`src/gdcl_pkg.sv`:
```
// Package of constants and types for the gate drive control logic
package gdcl_pkg;

  // ----------------------------------------
  // Timing
  // ----------------------------------------
  localparam int unsigned GDCL_CLK_HZ = 10000000;
  localparam int unsigned GDCL_ESCALATE_US = 1000;
  localparam int unsigned GDCL_ESCALATE_CYCLES = (GDCL_CLK_HZ / 1000000) * GDCL_ESCALATE_US;
  localparam int unsigned GDCL_DT_WIDTH = 8;
  localparam int unsigned GDCL_ESC_WIDTH = 16;

  // ----------------------------------------
  // Reset values
  // ----------------------------------------
  localparam logic [GDCL_DT_WIDTH-1:0] GDCL_DT_RESET = 8'h00;
  localparam logic [GDCL_ESC_WIDTH-1:0] GDCL_ESC_RESET = 16'h0000;

  // ----------------------------------------
  // Drive and thermal states
  // ----------------------------------------
  typedef enum logic [1:0] {
    GDCL_DRV_FOLLOW = 2'b00,
    GDCL_DRV_STRONG_LOW = 2'b01,
    GDCL_DRV_WEAK_LOW = 2'b10
  } gdcl_drive_t;

  typedef enum logic [1:0] {
    GDCL_TH_NORMAL = 2'b00,
    GDCL_TH_FAULT = 2'b01,
    GDCL_TH_WEAK = 2'b10
  } gdcl_therm_t;

endpackage : gdcl_pkg

```
`src/gdcl_gate_drive_control.sv`:
```
// Gate drive control logic: dead time, overlap, disable and thermal handling
//
// Operation
// - Each channel's temperature watched independently, continuously
// - Over-trigger raises fault and drives strong low
// - Still hot after 1 ms: weak low
// - Weak low held while not below release
// - Cooled below release: resume following inputs
// - Paired mode never drives both outputs on
// - Dead time only before rising edges
// - Disable input forces both outputs off on the third clock edge, after its two-flop synchroniser
// - PWM mode: high from channel A input, low from its complement
// - Dual mode strap selects independent dual drivers outside PWM mode
// - Input fall starts opposite channel's dead time
// - Dead time is longer of programmed, input gap
// - Both inputs high outside dual and PWM modes: both outputs low at once
`timescale 1ns/100ps
module gdcl_gate_drive_control
  import gdcl_pkg::*;
#(
  parameter int unsigned DT_WIDTH = GDCL_DT_WIDTH,
  parameter int unsigned ESCALATE_CYCLES = GDCL_ESCALATE_CYCLES
) (
  // Clock and reset
  input wire logic clock,
  input wire logic reset_n,
  // Controller inputs (pins)
  input wire logic chan_a_input,
  input wire logic chan_b_input,
  input wire logic pwm_input,
  input wire logic drive_disable_in,
  // Static configuration
  input wire logic pwm_mode_sel,
  input wire logic dual_mode_strap,
  input wire logic [DT_WIDTH-1:0] dead_time_config,
  // Temperature indications per channel
  input wire logic chan_a_over_trigger,
  input wire logic chan_a_below_release,
  input wire logic chan_b_over_trigger,
  input wire logic chan_b_below_release,
  // Gate drive commands
  output logic chan_a_gate_out,
  output logic chan_b_gate_out,
  output logic chan_a_weak_low,
  output logic chan_b_weak_low,
  // Thermal status
  output logic chan_a_thermal_fault,
  output logic chan_b_thermal_fault
);

  initial begin
    if (DT_WIDTH < 1 || DT_WIDTH > 16) begin
      $error("gdcl_gate_drive_control: DT_WIDTH out of range");
    end
  end

  // ----------------------------------------
  // State
  // ----------------------------------------
  typedef struct packed {
    logic [1:0] s1;
    logic [1:0] s2;
    logic [1:0] th_a_s1;
    logic [1:0] th_a_s2;
    logic [1:0] th_b_s1;
    logic [1:0] th_b_s2;
    logic [1:0] dis_s;
    logic [1:0] in_prev;
    logic [DT_WIDTH-1:0] dt_cfg;
    logic cfg_dual;
    logic cfg_pwm;
    logic cfg_loaded;
    logic [DT_WIDTH-1:0] cnt_a;
    logic [DT_WIDTH-1:0] cnt_b;
    logic out_a;
    logic out_b;
    logic weak_a;
    logic weak_b;
  } gdcl_state_t;

  gdcl_state_t state_reg;
  gdcl_state_t state_next;

  logic fault_a;
  logic fault_b;
  gdcl_drive_t mode_a;
  gdcl_drive_t mode_b;

  // ----------------------------------------
  // Thermal sequencers
  // ----------------------------------------
  gdcl_thermal #(
    .ESCALATE_CYCLES(ESCALATE_CYCLES)
  ) u_therm_a (
    .clock(clock),
    .reset_n(reset_n),
    .over_trigger(state_reg.th_a_s2[0]),
    .below_release(state_reg.th_a_s2[1]),
    .fault(fault_a),
    .drive_mode(mode_a)
  );

  gdcl_thermal #(
    .ESCALATE_CYCLES(ESCALATE_CYCLES)
  ) u_therm_b (
    .clock(clock),
    .reset_n(reset_n),
    .over_trigger(state_reg.th_b_s2[0]),
    .below_release(state_reg.th_b_s2[1]),
    .fault(fault_b),
    .drive_mode(mode_b)
  );

  // ----------------------------------------
  // Next state
  // ----------------------------------------
  always_comb begin
    logic req_a;
    logic req_b;
    logic fall_a;
    logic fall_b;
    logic cmd_a;
    logic cmd_b;
    logic dis;
    req_a = 1'b0;
    req_b = 1'b0;
    fall_a = 1'b0;
    fall_b = 1'b0;
    cmd_a = 1'b0;
    cmd_b = 1'b0;
    dis = 1'b0;
    state_next = state_reg;

    // Two-flop synchronisers
    state_next.s1 = {chan_b_input, chan_a_input};
    state_next.s2 = state_reg.s1;
    state_next.th_a_s1 = {chan_a_below_release, chan_a_over_trigger};
    state_next.th_a_s2 = state_reg.th_a_s1;
    state_next.th_b_s1 = {chan_b_below_release, chan_b_over_trigger};
    state_next.th_b_s2 = state_reg.th_b_s1;
    state_next.dis_s = {state_reg.dis_s[0], drive_disable_in};
    dis = state_reg.dis_s[1];

    // Static configuration caught once at reset release
    if (!state_reg.cfg_loaded) begin
      state_next.dt_cfg = dead_time_config;
      state_next.cfg_dual = dual_mode_strap;
      state_next.cfg_pwm = pwm_mode_sel;
      state_next.cfg_loaded = 1'b1;
    end

    // Input selection
    if (state_reg.cfg_pwm) begin
      req_a = state_reg.s2[0];
      req_b = ~state_reg.s2[0];
    end else begin
      req_a = state_reg.s2[0];
      req_b = state_reg.s2[1];
    end
    state_next.in_prev = {req_b, req_a};
    fall_a = state_reg.in_prev[0] & ~req_a;
    fall_b = state_reg.in_prev[1] & ~req_b;

    if (state_reg.cfg_dual && !state_reg.cfg_pwm) begin
      cmd_a = req_a;
      cmd_b = req_b;
      state_next.cnt_a = '0;
      state_next.cnt_b = '0;
    end else begin
      // Dead-time counters run while the opposite side is low
      if (fall_b) begin
        state_next.cnt_a = state_reg.dt_cfg;
      end else if (state_reg.cnt_a != '0 && !req_b) begin
        state_next.cnt_a = state_reg.cnt_a - 1'b1;
      end
      if (fall_a) begin
        state_next.cnt_b = state_reg.dt_cfg;
      end else if (state_reg.cnt_b != '0 && !req_a) begin
        state_next.cnt_b = state_reg.cnt_b - 1'b1;
      end
      // Rise only when own request high, other low, interval expired
      cmd_a = req_a & ~req_b & (state_reg.cnt_a == '0) & ~fall_b;
      cmd_b = req_b & ~req_a & (state_reg.cnt_b == '0) & ~fall_a;
      if (req_a && req_b) begin
        cmd_a = 1'b0;
        cmd_b = 1'b0;
      end
    end

    // Disable and thermal overrides
    if (dis) begin
      cmd_a = 1'b0;
      cmd_b = 1'b0;
    end
    if (mode_a != GDCL_DRV_FOLLOW) begin
      cmd_a = 1'b0;
    end
    if (mode_b != GDCL_DRV_FOLLOW) begin
      cmd_b = 1'b0;
    end

    state_next.out_a = cmd_a;
    state_next.out_b = cmd_b;
    state_next.weak_a = (mode_a == GDCL_DRV_WEAK_LOW);
    state_next.weak_b = (mode_b == GDCL_DRV_WEAK_LOW);
  end

  // ----------------------------------------
  // Registers
  // ----------------------------------------
  always_ff @(posedge clock or negedge reset_n) begin
    if (!reset_n) begin
      state_reg <= '0;
    end else begin
      state_reg <= state_next;
    end
  end

  // ----------------------------------------
  // Outputs
  // ----------------------------------------
  assign chan_a_gate_out = state_reg.out_a;
  assign chan_b_gate_out = state_reg.out_b;
  assign chan_a_weak_low = state_reg.weak_a;
  assign chan_b_weak_low = state_reg.weak_b;
  assign chan_a_thermal_fault = fault_a;
  assign chan_b_thermal_fault = fault_b;

endmodule : gdcl_gate_drive_control

```
`src/gdcl_thermal.sv`:
```
// Per-channel thermal fault sequencer
`timescale 1ns/100ps
module gdcl_thermal
  import gdcl_pkg::*;
#(
  parameter int unsigned ESCALATE_CYCLES = GDCL_ESCALATE_CYCLES
) (
  // Clock and reset
  input wire logic clock,
  input wire logic reset_n,
  // Synchronised temperature indications
  input wire logic over_trigger,
  input wire logic below_release,
  // Status
  output logic fault,
  output gdcl_drive_t drive_mode
);

  initial begin
    if (ESCALATE_CYCLES < 1 || ESCALATE_CYCLES >= (1 << GDCL_ESC_WIDTH)) begin
      $error("gdcl_thermal: escalation count out of range");
    end
  end

  typedef struct packed {
    gdcl_therm_t st;
    logic [GDCL_ESC_WIDTH-1:0] cnt;
  } gdcl_th_state_t;

  gdcl_th_state_t state_reg;
  gdcl_th_state_t state_next;

  // ----------------------------------------
  // Sequencer
  // ----------------------------------------
  always_comb begin
    state_next = state_reg;
    unique case (state_reg.st)
      GDCL_TH_NORMAL: begin
        state_next.cnt = GDCL_ESC_RESET;
        if (over_trigger) begin
          state_next.st = GDCL_TH_FAULT;
        end
      end
      GDCL_TH_FAULT: begin
        if (below_release) begin
          state_next.st = GDCL_TH_NORMAL;
          state_next.cnt = GDCL_ESC_RESET;
        end else if (state_reg.cnt == GDCL_ESC_WIDTH'(ESCALATE_CYCLES - 1)) begin
          state_next.st = GDCL_TH_WEAK;
          state_next.cnt = GDCL_ESC_RESET;
        end else begin
          state_next.cnt = state_reg.cnt + 1'b1;
        end
      end
      GDCL_TH_WEAK: begin
        state_next.cnt = GDCL_ESC_RESET;
        if (below_release) begin
          state_next.st = GDCL_TH_NORMAL;
        end
      end
      default: begin
        state_next.st = GDCL_TH_FAULT;
        state_next.cnt = GDCL_ESC_RESET;
      end
    endcase
  end

  always_ff @(posedge clock or negedge reset_n) begin
    if (!reset_n) begin
      state_reg <= '{st: GDCL_TH_NORMAL, cnt: GDCL_ESC_RESET};
    end else begin
      state_reg <= state_next;
    end
  end

  assign fault = (state_reg.st != GDCL_TH_NORMAL);
  assign drive_mode = (state_reg.st == GDCL_TH_WEAK) ? GDCL_DRV_WEAK_LOW :
                      (state_reg.st == GDCL_TH_FAULT) ? GDCL_DRV_STRONG_LOW : GDCL_DRV_FOLLOW;

endmodule : gdcl_thermal

```
`config.mk`:
```
export PLATFORM = sky130hd
export DESIGN_NAME = gdcl_gate_drive_control
export DESIGN_NICKNAME = d
export VERILOG_FILES = /design/src/gdcl_pkg.sv /design/src/gdcl_gate_drive_control.sv /design/src/gdcl_thermal.sv
export SDC_FILE = /design/constraint.sdc
export NUM_CORES = 1
export LEC_CHECK = 0
export ABC_AREA = 0
export BUFFER_PORTS_ARGS = -buffer_cell sky130_fd_sc_hd__buf_2
export CAP_MARGIN = 20
export CORE_UTILIZATION = 40
export CTS_CLUSTER_DIAMETER = 40
export DETAILED_ROUTE_END_ITERATION = 10
export PLACE_DENSITY = 0.66
export REMOVE_ABC_BUFFERS = 1
export SKIP_LAST_GASP = 1
export SYNTH_ARGS = -nofsm -noshare
export SYNTH_HDL_FRONTEND = slang
export SYNTH_SLANG_ARGS = --single-unit
```
`constraint.sdc`:
```
create_clock -name clock -period 4.8 [get_ports clock]
set_clock_uncertainty 0.1 [all_clocks]
set_input_delay 0.24 -clock clock [delete_from_list [all_inputs] [get_ports clock]]
set_output_delay 0.24 -clock clock [all_outputs]
set_load 0.02 [all_outputs]
```
# After elaboration in Yosys (flattened, before gate mapping)

Cells that the tools add are included.

Input bits: 20
Bits in registers: 83

Bitwise gates (word level): 12
Mux-type cells: 30
Reductions and logical operators: 21
Equal/unequal tests: 14
Add/sub/neg operators: 4

Operators with widths:

| operator                                                                | count |
|---|---|
| 18-bit case mux with 3 select lines                                     | 2 |
| 16-bit 2-to-1 mux                                                       | 3 |
| 18-bit 2-to-1 mux                                                       | 2 |
| 16-bit by 1-bit adder with 16-bit output, second input constant         | 2 |
| 16-bit by 14-bit equality test with 1-bit output, second input constant | 2 |
| 8-bit 2-to-1 mux                                                        | 4 |
| 8-bit logical NOT                                                       | 2 |
| 2-bit 2-to-1 mux                                                        | 8 |
| 8-bit nonzero test                                                      | 2 |
| 8-bit by 1-bit subtractor with 8-bit output, second input constant      | 2 |
| 1-bit 2-to-1 mux                                                        | 11 |
| 1-bit AND                                                               | 8 |
| 2-bit equality test, second input constant                              | 4 |
| 2-bit != test, second input constant                                    | 4 |
| 2-bit nonzero test                                                      | 4 |
| 3-bit by 2-bit != test with 1-bit output, second input constant         | 2 |
| 3-bit AND reduction                                                     | 2 |
| 3-bit nonzero test                                                      | 2 |
| 2-bit by 1-bit equality test with 1-bit output, second input constant   | 2 |
| 1-bit logical AND                                                       | 4 |
| 2-bit logical NOT                                                       | 2 |
| 1-bit NOT                                                               | 4 |
| 1-bit logical NOT                                                       | 3 |

# Longest topological paths before layout

Gate-level depths: netlist of the first run.

Word-level depth: 10
Depth in mapped cells: 7
Gate-level depth less buffers: 6

# By module

A second synthesis of the first run with hierarchy kept.

Cell total of the unflattened synthesis: 400
Area total of the unflattened synthesis: 4,115.2 sq um

By module, submodules not included:

| module                  | sequential area each (sq um) | cells each | area each (sq um) | times used |
|---|---|---|---|---|
| gdcl_gate_drive_control | 1,176.1                      | 198        | 2,153.3           | 1 |
| gdcl_thermal            | 450.4                        | 101        | 980.9             | 2 |

# Least setup slack after synthesis of the first run

OpenSTA, ideal clock, no wires.

Path kind: register -> register
Start point: register u_therm_b.state_reg[12] in the netlist's numbering
End point: register u_therm_b.state_reg[3] in the netlist's numbering
Period minus slack after synthesis: 1.858 ns
Required time: 4.581 ns
Buffers on the path: 2
Arrival time: 1.639 ns
Cell stages (with the launch flop): 7
Setup slack: 2.942 ns
Cell sequence: dfrtp_1 > or4b_4 > nor4_4 > or3b_1 > buf_6 > buf_8 > nor2_1

RTL lines:

| element                  | RTL line           | text |
|---|---|---|
| start: declaration       | gdcl_thermal.sv:30 | `gdcl_th_state_t state_reg;` |
| start signal: assignment | gdcl_thermal.sv:71 | `state_reg <= '{st: GDCL_TH_NORMAL, cnt: GDCL_ESC_RESET};` |
| start signal: assignment | gdcl_thermal.sv:73 | `state_reg <= state_next;` |

# Worst setup path after layout of the first run

Start point: register state_reg[4] in the netlist's numbering
End point: register state_reg[6] in the netlist's numbering

Longest elaborated chain between the ends: 4

Ends and longest elaborated chain:

| element                                     | RTL line                       | text |
|---|---|---|
| start: declaration                          | gdcl_gate_drive_control.sv:81  | `gdcl_state_t state_reg;` |
| start signal: assignment                    | gdcl_gate_drive_control.sv:215 | `state_reg <= state_next;` |
| 8-bit by 1-bit subtractor with 8-bit output | gdcl_gate_drive_control.sv:179 | `state_next.cnt_b = state_reg.cnt_b - 1'b1;` |
| 8-bit 2-to-1 mux                            | gdcl_gate_drive_control.sv:178 | `end else if (state_reg.cnt_b != '0 && !req_a) begin` |
| 8-bit 2-to-1 mux                            | gdcl_gate_drive_control.sv:176 | `if (fall_a) begin` |
| 16-bit 2-to-1 mux                           | gdcl_gate_drive_control.sv:164 | `if (state_reg.cfg_dual && !state_reg.cfg_pwm) begin` |

Several ways; a longest one is shown, not always the timed one. The select of a mux whose other input is x is not followed.
A chain may end at the register's enable or synchronous reset.

==> metrics.csv, run 1 <==
stage,metric,value,unit
run_status,run_status,finished clean,
route,antenna_violating_nets_left,0,
yosys,syn-instance-count,381,
power,pwr-share-comb,24.7,%
final_layout,final_layout_size_suffix_gt1_share,13.9,%
yosys,synth_enable_flop_cells,0,
sta,slew_violations,0,
clock_network,cts.clk_slew.worst_paths,90,ps
clock_network,worst_skew_pair_latency,340,ps
sta,layout_min_cycle_time,2320,ps
global_route,initial_antenna_violation_count,0,
power,design_power_total,2.01,mW
yosys,syn-mean-instance-area,10.5,um^2
worst_setup_path,critPathLaunchType,flip-flop,
global_route,wire_length_of_the_first_global_routing_pass,12600,um
global_route,grt_start_max_net_pins,84,
power,peak_ir_drop_on_the_vdd_network,0.202,mV
clock_network,cts-buffers-inserted,9,
power,power_density,436,nW/um^2
sta,timing_worst_slew_pin_value,865,ps
global_route,first_global_vias,2728,
route,detail_route.vias_per_cell,5.19,
run,max_cap_viols,0,
die,die_height,102,um
power,power_frac_clock,30.7,%
final_layout,commonest_non_fill_non_tap_cell_in_the_layout,sky130_fd_sc_hd__dfrtp_1,
power,switching_pwr,0.641,mW
sta,unrepaired_setup_endpoints_after_global_routing,false,
global_route,grt_remaining_overflow,0,
worst_setup_path,timing.critical_path.to_type,flip-flop,
die,row_count,36,
route,dr.pass1.iters,4,
route,drc_errors,0,
route,post_drt_wl_per_cell,13.3,um
global_route,global_route.usage.total,15.5,%
yosys,synth_sequential_area_ratio,51.9,%
place,port_buffers,24,
worst_setup_path,timing.critical_path.fanout_max,9,
final_layout,area_growth,14.9,%
sta,timing.slew.headroom,42.2,%
route,routed-via-count,2885,
worst_setup_path,rr_worst_depth,6,
die,die_width,102,um
final_layout,nNetsFinal,450,
hold_path,whs_path_depth,2,
yosys,synthesis.area,4010,um^2
die,core_area,9730,um^2
yosys,synth.distinct_cells,54,
power,p_leak,1.96,nW
route,detail_route.wirelength,7410,um
yosys,synth_warnings,0,
clock_network,cts.root.buffer_cell,sky130_fd_sc_hd__clkbuf_8,
final_layout,largest_register_ffs,35,
yosys,async_flop_share,100,%
worst_setup_path,required,4920,ps
worst_setup_path,critical_path_arrival,2440,ps
power,power.sequential.fraction,44.6,%
sta,finalSetupTns,0,ps
sta,hold_viol_final,0,
hold_path,worst_hold_path_type,primary input to flip-flop,
final_layout,layout.cell_area.non_filler,4600,um^2
clock_network,cts_tree,yes,
power,internal_power,1.36,mW
final_layout,most-common-layout-cells,"83 x sky130_fd_sc_hd__dfrtp_1, 41 x sky130_fd_sc_hd__nor2_1, 25 x sky130_fd_sc_hd__inv_1",
yosys,synth.ff_latch_count,83,
sta,setup-violations-final,0,
die,io_pins,26,
worst_setup_path,critPathKind,flip-flop to flip-flop,
power,swShare,32.0,%
final_layout,fin_util,47.3,%
die,initial_core_utilization,41.2,%
place,place_congestion,0.915,
clock_network,cts.sinks,83,
die,area_of_the_die,10400,um^2
final_layout,diodes,0,
place,placedInstanceArea,4250,um^2
sta,achievable-frequency,0.430,GHz
clock_network,cts-htree-levels,3,
place,detailed_place_hpwl,5060,um
route,drt-initial-drc-count,86,
sta,period_share,48.4,%
yosys,yosys_most_used_dff,sky130_fd_sc_hd__dfrtp_1,
clock_network,cts-root-to-sink-buffers,2,
synthesized netlist by cell type (all sizes together) (7+ instances only):
| master | number | area (um^2) |
|---|---|---|
| dfrtp | 83 | 2080 |
| nor2 | 41 | 154 |
| inv | 25 | 93.8 |
| nand3 | 24 | 120 |
| xnor2 | 22 | 193 |
| o21ai | 18 | 90.1 |
| nor4 | 14 | 103 |
| nor3 | 13 | 65.1 |
| ha | 12 | 150 |
| nand2 | 11 | 41.3 |
| and2 | 10 | 62.6 |
| mux2 | 10 | 113 |
| mux2i | 8 | 80.1 |
| nand4 | 8 | 50.1 |
| o211ai | 8 | 65.1 |
| a21oi | 7 | 35.0 |
| nor2b | 7 | 43.8 |
| or3 | 7 | 43.8 |
routing by layer:
| metal | global-route usage, % | up-vias | part of all wire [%] |
|---|---|---|---|
| li1 | - | 1421 | - |
| met1 | 21.2 | 1394 | 49 |
| met2 | 24.0 | 59 | 46 |
| met3 | 3.49 | 11 | 3.7 |
| met4 | 6.37 | 0 | 1.4 |
| met5 | 0 | - | 0 |
cell type report:
class                      count  area (um^2)
clock inverter                 6          111
fill                         908         5130
sequential                    83         2080
timing repair buffer          33          230
clock buffer                  10          138
multi-input combinational    266         1790
inverter                      25         93.8
tap                          133          166
worst max-delay path, stage by stage, from the launching register on:
cell and delay [ps]:
sky130_fd_sc_hd__dfrtp_1 410, sky130_fd_sc_hd__inv_1 80, sky130_fd_sc_hd__ha_1 200, sky130_fd_sc_hd__nor4b_1 190, sky130_fd_sc_hd__a211oi_2 550, sky130_fd_sc_hd__nand2b_1 270, sky130_fd_sc_hd__o311ai_0 400
power groups by stage:
stage,Combinational (mW),Clock (mW),Sequential (mW)
after floorplan,0.372,0,0.874
after CTS,0.498,0.636,0.890
after detailed placement,0.492,0,0.903
final,0.496,0.616,0.894
after global routing,0.571,0.660,0.911
after global placement,0.481,0,0.899
worst paths after layout:
check                                     from                      to  slack [ps]
setup / recovery                  state_reg[4]            state_reg[6]        2480
hold / removal             dead_time_config[1]           state_reg[24]          20
setup reg to reg                  state_reg[4]            state_reg[6]        2480
hold reg to reg                 state_next[43]          state_next[31]         250
max in group asynchronous              reset_n  u_therm_b.state_reg[1]        3820
min in group asynchronous              reset_n  u_therm_a.state_reg[6]         190
kinds of logic after synthesis:
| logic type | share of synthesized area (%) |
|---|---|
| DFF | 51.9 |
| AOI/OAI and AO/OA | 9.09 |
| muxes | 4.81 |
| adders and majority gates | 3.75 |
| and+or+nand+nor | 21.2 |
| xor gates and xnor gates | 5.69 |
| buffers and inverters | 3.53 |
| other | 0.0936 |
metrics by stage:
stage	hold slack [ps]	instances	setup WS (ps)
floorplan	-156	374	2900
global placement	234	531	2550
detailed placement	236	531	2530
CTS	2.87	554	2480
global route	10.3	556	2280
finish	18.6	556	2480
repair_timing:
| item | in CTS | in global routing |
|---|---|---|
| endpoints found under the setup margin | 0 | 0 |
| hold endpoints to repair | 7 | 17 |
| buffers inserted | 0 | 0 |
| resized for setup | 0 | 0 |
| hold buffers | 7 | 1 |
(Power assumes the default switching activity.)
==> inputs of run 2 (changes only) <==
clock period = 2.15 ns   (was 4.8 ns; I/O delays follow)
==> run 2 against run 1 <==
Against the previous run: maximum frequency increased by 19%; via count increased by 2.5%; flip-flop and latch count unchanged; sequential power increased by 120%; cell count increased by 3.8%; worst setup slack got worse by 2300 ps; combinational power increased by 140%; clock-buffer cell count unchanged; core utilization increased by 1.4 points.
==> metrics.csv, run 2 (synthesis gave the netlist of run 1 again) <==
stage,metric,value,unit
place,post-place-ws,216,ps
worst_setup_path,critical-path-top-delay-family,compound AO/OA/AOI/OAI gates,
sta,setup-violations-final,0,
sta,layout_min_cycle_time,1950,ps
sta,slew_violations,0,
sta,timing_worst_slew_pin_value,578,ps
route,antenna_violating_nets_left,0,
die,die_height,102,um
sta,achievable-frequency,0.514,GHz
worst_setup_path,cpMaxStageDelayCell,sky130_fd_sc_hd__dfrtp_1,
clock_network,cts.clk_slew.worst_paths,80,ps
route,dr.pass1.iters,4,
die,area_of_the_die,10400,um^2
final_layout,final_layout_size_suffix_gt1_share,15.8,%
route,drt-initial-drc-count,120,
worst_setup_path,critical_path_arrival,2110,ps
worst_setup_path,timing.critical_path.to_type,flip-flop,
place,detailed_place_hpwl,5670,um
clock_network,cts_tree,yes,
final_layout,most-common-layout-cells,"83 x sky130_fd_sc_hd__dfrtp_1, 41 x sky130_fd_sc_hd__nor2_1, 25 x sky130_fd_sc_hd__inv_1",
clock_network,worst_skew_pair_latency,350,ps
power,peak_ir_drop_on_the_vdd_network,0.435,mV
hold_path,worst_hold_path_type,primary input to async pin,
die,io_pins,26,
place,place_congestion,0.899,
final_layout,area_taken_by_flip_flops_and_latches,2080,um^2
worst_setup_path,critPathLaunchType,flip-flop,
die,initial_core_utilization,41.2,%
worst_setup_path,critical_path.most_common_cell,sky130_fd_sc_hd__buf_4,
sta,holdWs,167,ps
global_route,first_global_vias,3039,
route,detail_route.vias_per_cell,5.12,
clock_network,cts.hold.buffers_added,18,
worst_setup_path,required,2310,ps
global_route,initial_antenna_violation_count,0,
clock_network,setup_bufs_post_cts,0,
die,die_width,102,um
clock_network,cts.root.buffer_cell,sky130_fd_sc_hd__clkbuf_8,
route,detail_route.wirelength,8020,um
final_layout,area_growth,18.3,%
worst_setup_path,peak_per_stage_delay_on_the_critical_path,410,ps
die,row_count,36,
clock_network,cts-htree-levels,3,
worst_setup_path,critPathKind,flip-flop to flip-flop,
clock_network,ctsResizeCount,0,
final_layout,nNetsFinal,472,
worst_setup_path,timing.critical_path.fanout_max,5,
final_layout,num-fill-cells,921,
clock_network,cts.sinks,83,
global_route,grt_remaining_overflow,0,
place,port_buffers,24,
sta,timing.final.ws_setup,204,ps
route,drc_errors,0,
sta,hold_viol_final,0,
clock_network,cts-buffers-inserted,9,
route,routed-via-count,2957,
final_layout,diodes,0,
global_route,wire_length_of_the_first_global_routing_pass,14000,um
power,p_leak,2.03,nW
sta,finalSetupTns,0,ps
power,power_density,933,nW/um^2
final_layout,largest_register_ffs,35,
sta,unrepaired_setup_endpoints_after_global_routing,false,
clock_network,cts-root-to-sink-buffers,2,
sta,timing.slew.headroom,61.1,%
die,core_area,9730,um^2
run,max_cap_viols,0,
final_layout,commonest_non_fill_non_tap_cell_in_the_layout,sky130_fd_sc_hd__dfrtp_1,
final_layout,multiInputGateArea,1790,um^2
place,placedInstanceArea,4340,um^2
run_status,run_status,finished clean,
route,post_drt_wl_per_cell,13.9,um
power,design_power_total,4.42,mW
worst_setup_path,path_cells,"inv_1, ha_1, nor4b_1, buf_4, a211oi_2, nand2b_1, buf_4, o211ai_1",
final_layout,layout.cell_area.non_filler,4740,um^2
worst_setup_path,worstPathBufferInverterCount,3,
global_route,global_route.usage.total,17.4,%
global_route,grt_start_max_net_pins,39,
sta,period_share,90.5,%
run 2: cell count changes in the layout (fill, tap and decap cells not counted):
cell                            change
sky130_fd_sc_hd__clkinvlp_4         +1
sky130_fd_sc_hd__dlygate4sd3_1     +10
sky130_fd_sc_hd__inv_8              -1
sky130_fd_sc_hd__buf_16             -1
sky130_fd_sc_hd__bufinv_16          -1
sky130_fd_sc_hd__buf_4             +13
run 2: routing by layer:
metal	wire length (um)	GRT usage [%]	part of all wire (%)
met5	0	0	0
met4	117	6.70	1.5
met3	239	4.04	3.0
met2	3900	29.0	49
met1	3760	22.0	47
run 2: layout make-up:
cell class	instances	share of cell area, %
sequential	83	43.8
multi-input combinational	266	37.7
timing repair buffer	55	8.45
tap	133	3.51
clock buffer	10	2.90
inverter	25	1.98
clock inverter	5	1.64
run 2: stage by stage:
stage / cells / utilization, %
final: 577 / 48.7
after floorplan: 374 / -
after global placement: 544 / 44.7
after CTS: 577 / 48.7
after detailed placement: 544 / 44.7
after global routing: 577 / 48.7
run 2: worst reg2reg max path: cells and delay by family, from the launching register on:
| family | cells | cell delay, ps |
|---|---|---|
| AO/OA/AOI/OAI | 2 | 440 |
| flip-flops | 1 | 410 |
| buffers and inverters | 3 | 400 |
| AND/OR/NAND/NOR | 2 | 310 |
| adder cells (fa/ha/maj) | 1 | 200 |
run 2: path summary, 6_finish.rpt:
check / startpoint / end / slack (ps) / cells after the start
worst max-delay path: state_reg[4] / state_reg[9] / 200 / 8
worst min-delay path: reset_n / u_therm_a.state_reg[9] / 170 / 2
worst max register to register: state_reg[4] / state_reg[9] / 200 / 8
worst min register to register: state_next[36] / state_reg[36] / 260 / 0
max in group asynchronous: reset_n / state_reg[26] / 1100 / 3
min in group clock: state_next[36] / state_reg[36] / 260 / 0
run 2: where the power goes:
part	total (mW)	switching (mW)	internal, mW
sequential	1.99	0.233	1.76
clock	1.23	0.550	0.676
combinational	1.21	0.652	0.554
total	4.42	1.44	2.99
==> inputs of run 3 (changes only) <==
CORE_ASPECT_RATIO = 0.7   (was unset)
==> run 3 against run 2 <==
Against the previous run: design area up 1.2%; global-route usage up 0.15 points; maximum frequency down 1.4%; sequential share of layout area down 0.51 points; hold slack better by 11 ps; largest cell class unchanged.
==> metrics.csv, run 3 (synthesis gave the netlist of run 1 again) <==
stage,metric,value,unit
sta,finalSetupTns,0,ps
final_layout,layout.cell_area.non_filler,4800,um^2
route,post_drt_wl_per_cell,14.4,um
worst_setup_path,worstPathBufferInverterCount,2,
die,die_width,122,um
die,die_height,85.7,um
route,detail_route.vias_per_cell,5.17,
final_layout,commonest_non_fill_non_tap_cell_in_the_layout,sky130_fd_sc_hd__dfrtp_1,
final_layout,largest_register_ffs,35,
run,max_cap_viols,0,
clock_network,setup_bufs_post_cts,0,
final_layout,diodes,0,
global_route,wire_length_of_the_first_global_routing_pass,14100,um
worst_setup_path,critical-path-top-delay-family,compound AO/OA/AOI/OAI gates,
global_route,initial_antenna_violation_count,0,
sta,achievable-frequency,0.507,GHz
power,peak_ir_drop_on_the_vdd_network,0.502,mV
route,drc_errors,0,
final_layout,area_growth,19.7,%
sta,setup-violations-final,0,
worst_setup_path,cpMaxStageDelayCell,sky130_fd_sc_hd__dfrtp_1,
clock_network,cts.sinks,83,
global_route,grt_remaining_overflow,0,
worst_setup_path,timing.critical_path.fanout_max,8,
place,port_buffers,24,
sta,slew_violations,0,
clock_network,cts-htree-levels,3,
route,dr.pass1.iters,4,
route,drt-initial-drc-count,152,
sta,period_share,91.8,%
worst_setup_path,path_cells,"inv_1, ha_1, nor4b_1, a211oi_2, buf_4, o21ai_0, o211ai_1",
worst_setup_path,critPathKind,flip-flop to flip-flop,
final_layout,nNetsFinal,471,
final_layout,final_layout_size_suffix_gt1_share,15.3,%
clock_network,cts_tree,yes,
power,power_density,963,nW/um^2
global_route,global_route.usage.total,17.5,%
clock_network,cts-buffers-inserted,9,
die,row_count,30,
global_route,grt_start_max_net_pins,39,
final_layout,num-fill-cells,884,
die,core_area,9720,um^2
worst_setup_path,critical_path_arrival,2060,ps
die,initial_core_utilization,41.2,%
sta,hold_viol_final,0,
sta,unrepaired_setup_endpoints_after_global_routing,false,
sta,timing.slew.headroom,53.3,%
final_layout,most-common-layout-cells,"83 x sky130_fd_sc_hd__dfrtp_1, 41 x sky130_fd_sc_hd__nor2_1, 25 x sky130_fd_sc_hd__inv_1",
clock_network,cts.clk_slew.worst_paths,60,ps
run_status,run_status,finished clean,
clock_network,cts-root-to-sink-buffers,2,
sta,layout_min_cycle_time,1970,ps
power,p_leak,2.05,nW
route,detail_route.wirelength,8210,um
route,antenna_violating_nets_left,0,
worst_setup_path,critPathLaunchType,flip-flop,
global_route,first_global_vias,2888,
die,io_pins,26,
route,routed-via-count,2955,
worst_setup_path,required,2240,ps
worst_setup_path,timing.critical_path.to_type,flip-flop,
die,area_of_the_die,10400,um^2
place,placedInstanceArea,4340,um^2
hold_path,worst_hold_path_type,primary input to async pin,
sta,timing_worst_slew_pin_value,695,ps
place,place_congestion,0.873,
worst_setup_path,peak_per_stage_delay_on_the_critical_path,420,ps
place,detailed_place_hpwl,5910,um
clock_network,cts.root.buffer_cell,sky130_fd_sc_hd__clkbuf_16,
clock_network,worst_skew_pair_latency,330,ps
[run 3: cell type report]
class | instances | area [um^2] | area share, %
timing repair buffer | 54 | 405 | 8.45
inverter | 25 | 93.8 | 1.96
tap | 128 | 160 | 3.34
multi-input combinational | 266 | 1790 | 37.3
sequential | 83 | 2080 | 43.3
clock inverter | 4 | 26.3 | 0.548
clock buffer | 12 | 246 | 5.14
[run 3: power breakdown]
part	leakage (nW)	total [mW]	switching, mW	internal (mW)
combinational	0.840	1.23	0.673	0.556
clock	0.133	1.40	0.584	0.812
sequential	1.08	2.00	0.235	1.76
[run 3: through the flow]
step | instances | hold slack [ps] | worst slack, ps | utilization, % | power, mW
finish | 572 | 178 | 176 | 49.3 | 4.62
global route | 572 | 230 | 83.2 | 49.3 | 4.92
CTS | 572 | 207 | 195 | 49.3 | 4.66
detailed placement | 538 | 22.6 | 198 | 44.7 | 3.22
global placement | 538 | 20.6 | 229 | 44.7 | 3.16
floorplan | 374 | -288 | 253 | - | 2.78
[run 3: per-layer routing]
layer,global-route usage [%],vias up,wire (um)
met1,24.8,1436,4260
met3,5.39,5,307
met5,0,-,0
met4,5.05,0,65
li1,-,1470,-
met2,25.8,44,3580
[run 3: worst reg2reg max path, delay by kind of cell, from the launching register on]
family / cells / cell delay (ps)
compound gates: 3 / 420
flops: 1 / 420
simple gates: 1 / 420
buf+inv: 2 / 300
fa+ha+maj: 1 / 170
[run 3: final timing paths]
check / startpoint / to / slack, ps / cells past startpoint
setup reg to reg: state_reg[4] / state_reg[7] / 180 / 7
hold / removal: reset_n / u_therm_b.state_reg[12] / 180 / 2
max in group asynchronous: reset_n / u_therm_a.state_reg[3] / 1150 / 3
setup / recovery: state_reg[4] / state_reg[7] / 180 / 7
min in group clock: state_next[34] / state_reg[34] / 250 / 0
hold reg to reg: state_next[34] / state_reg[34] / 250 / 0
[run 3: repair_timing]
| item | in CTS | in global routing |
|---|---|---|
| hold endpoints to repair | 53 | 0 |
| hold buffers | 18 | 0 |
| gates resized for setup | 0 | 0 |
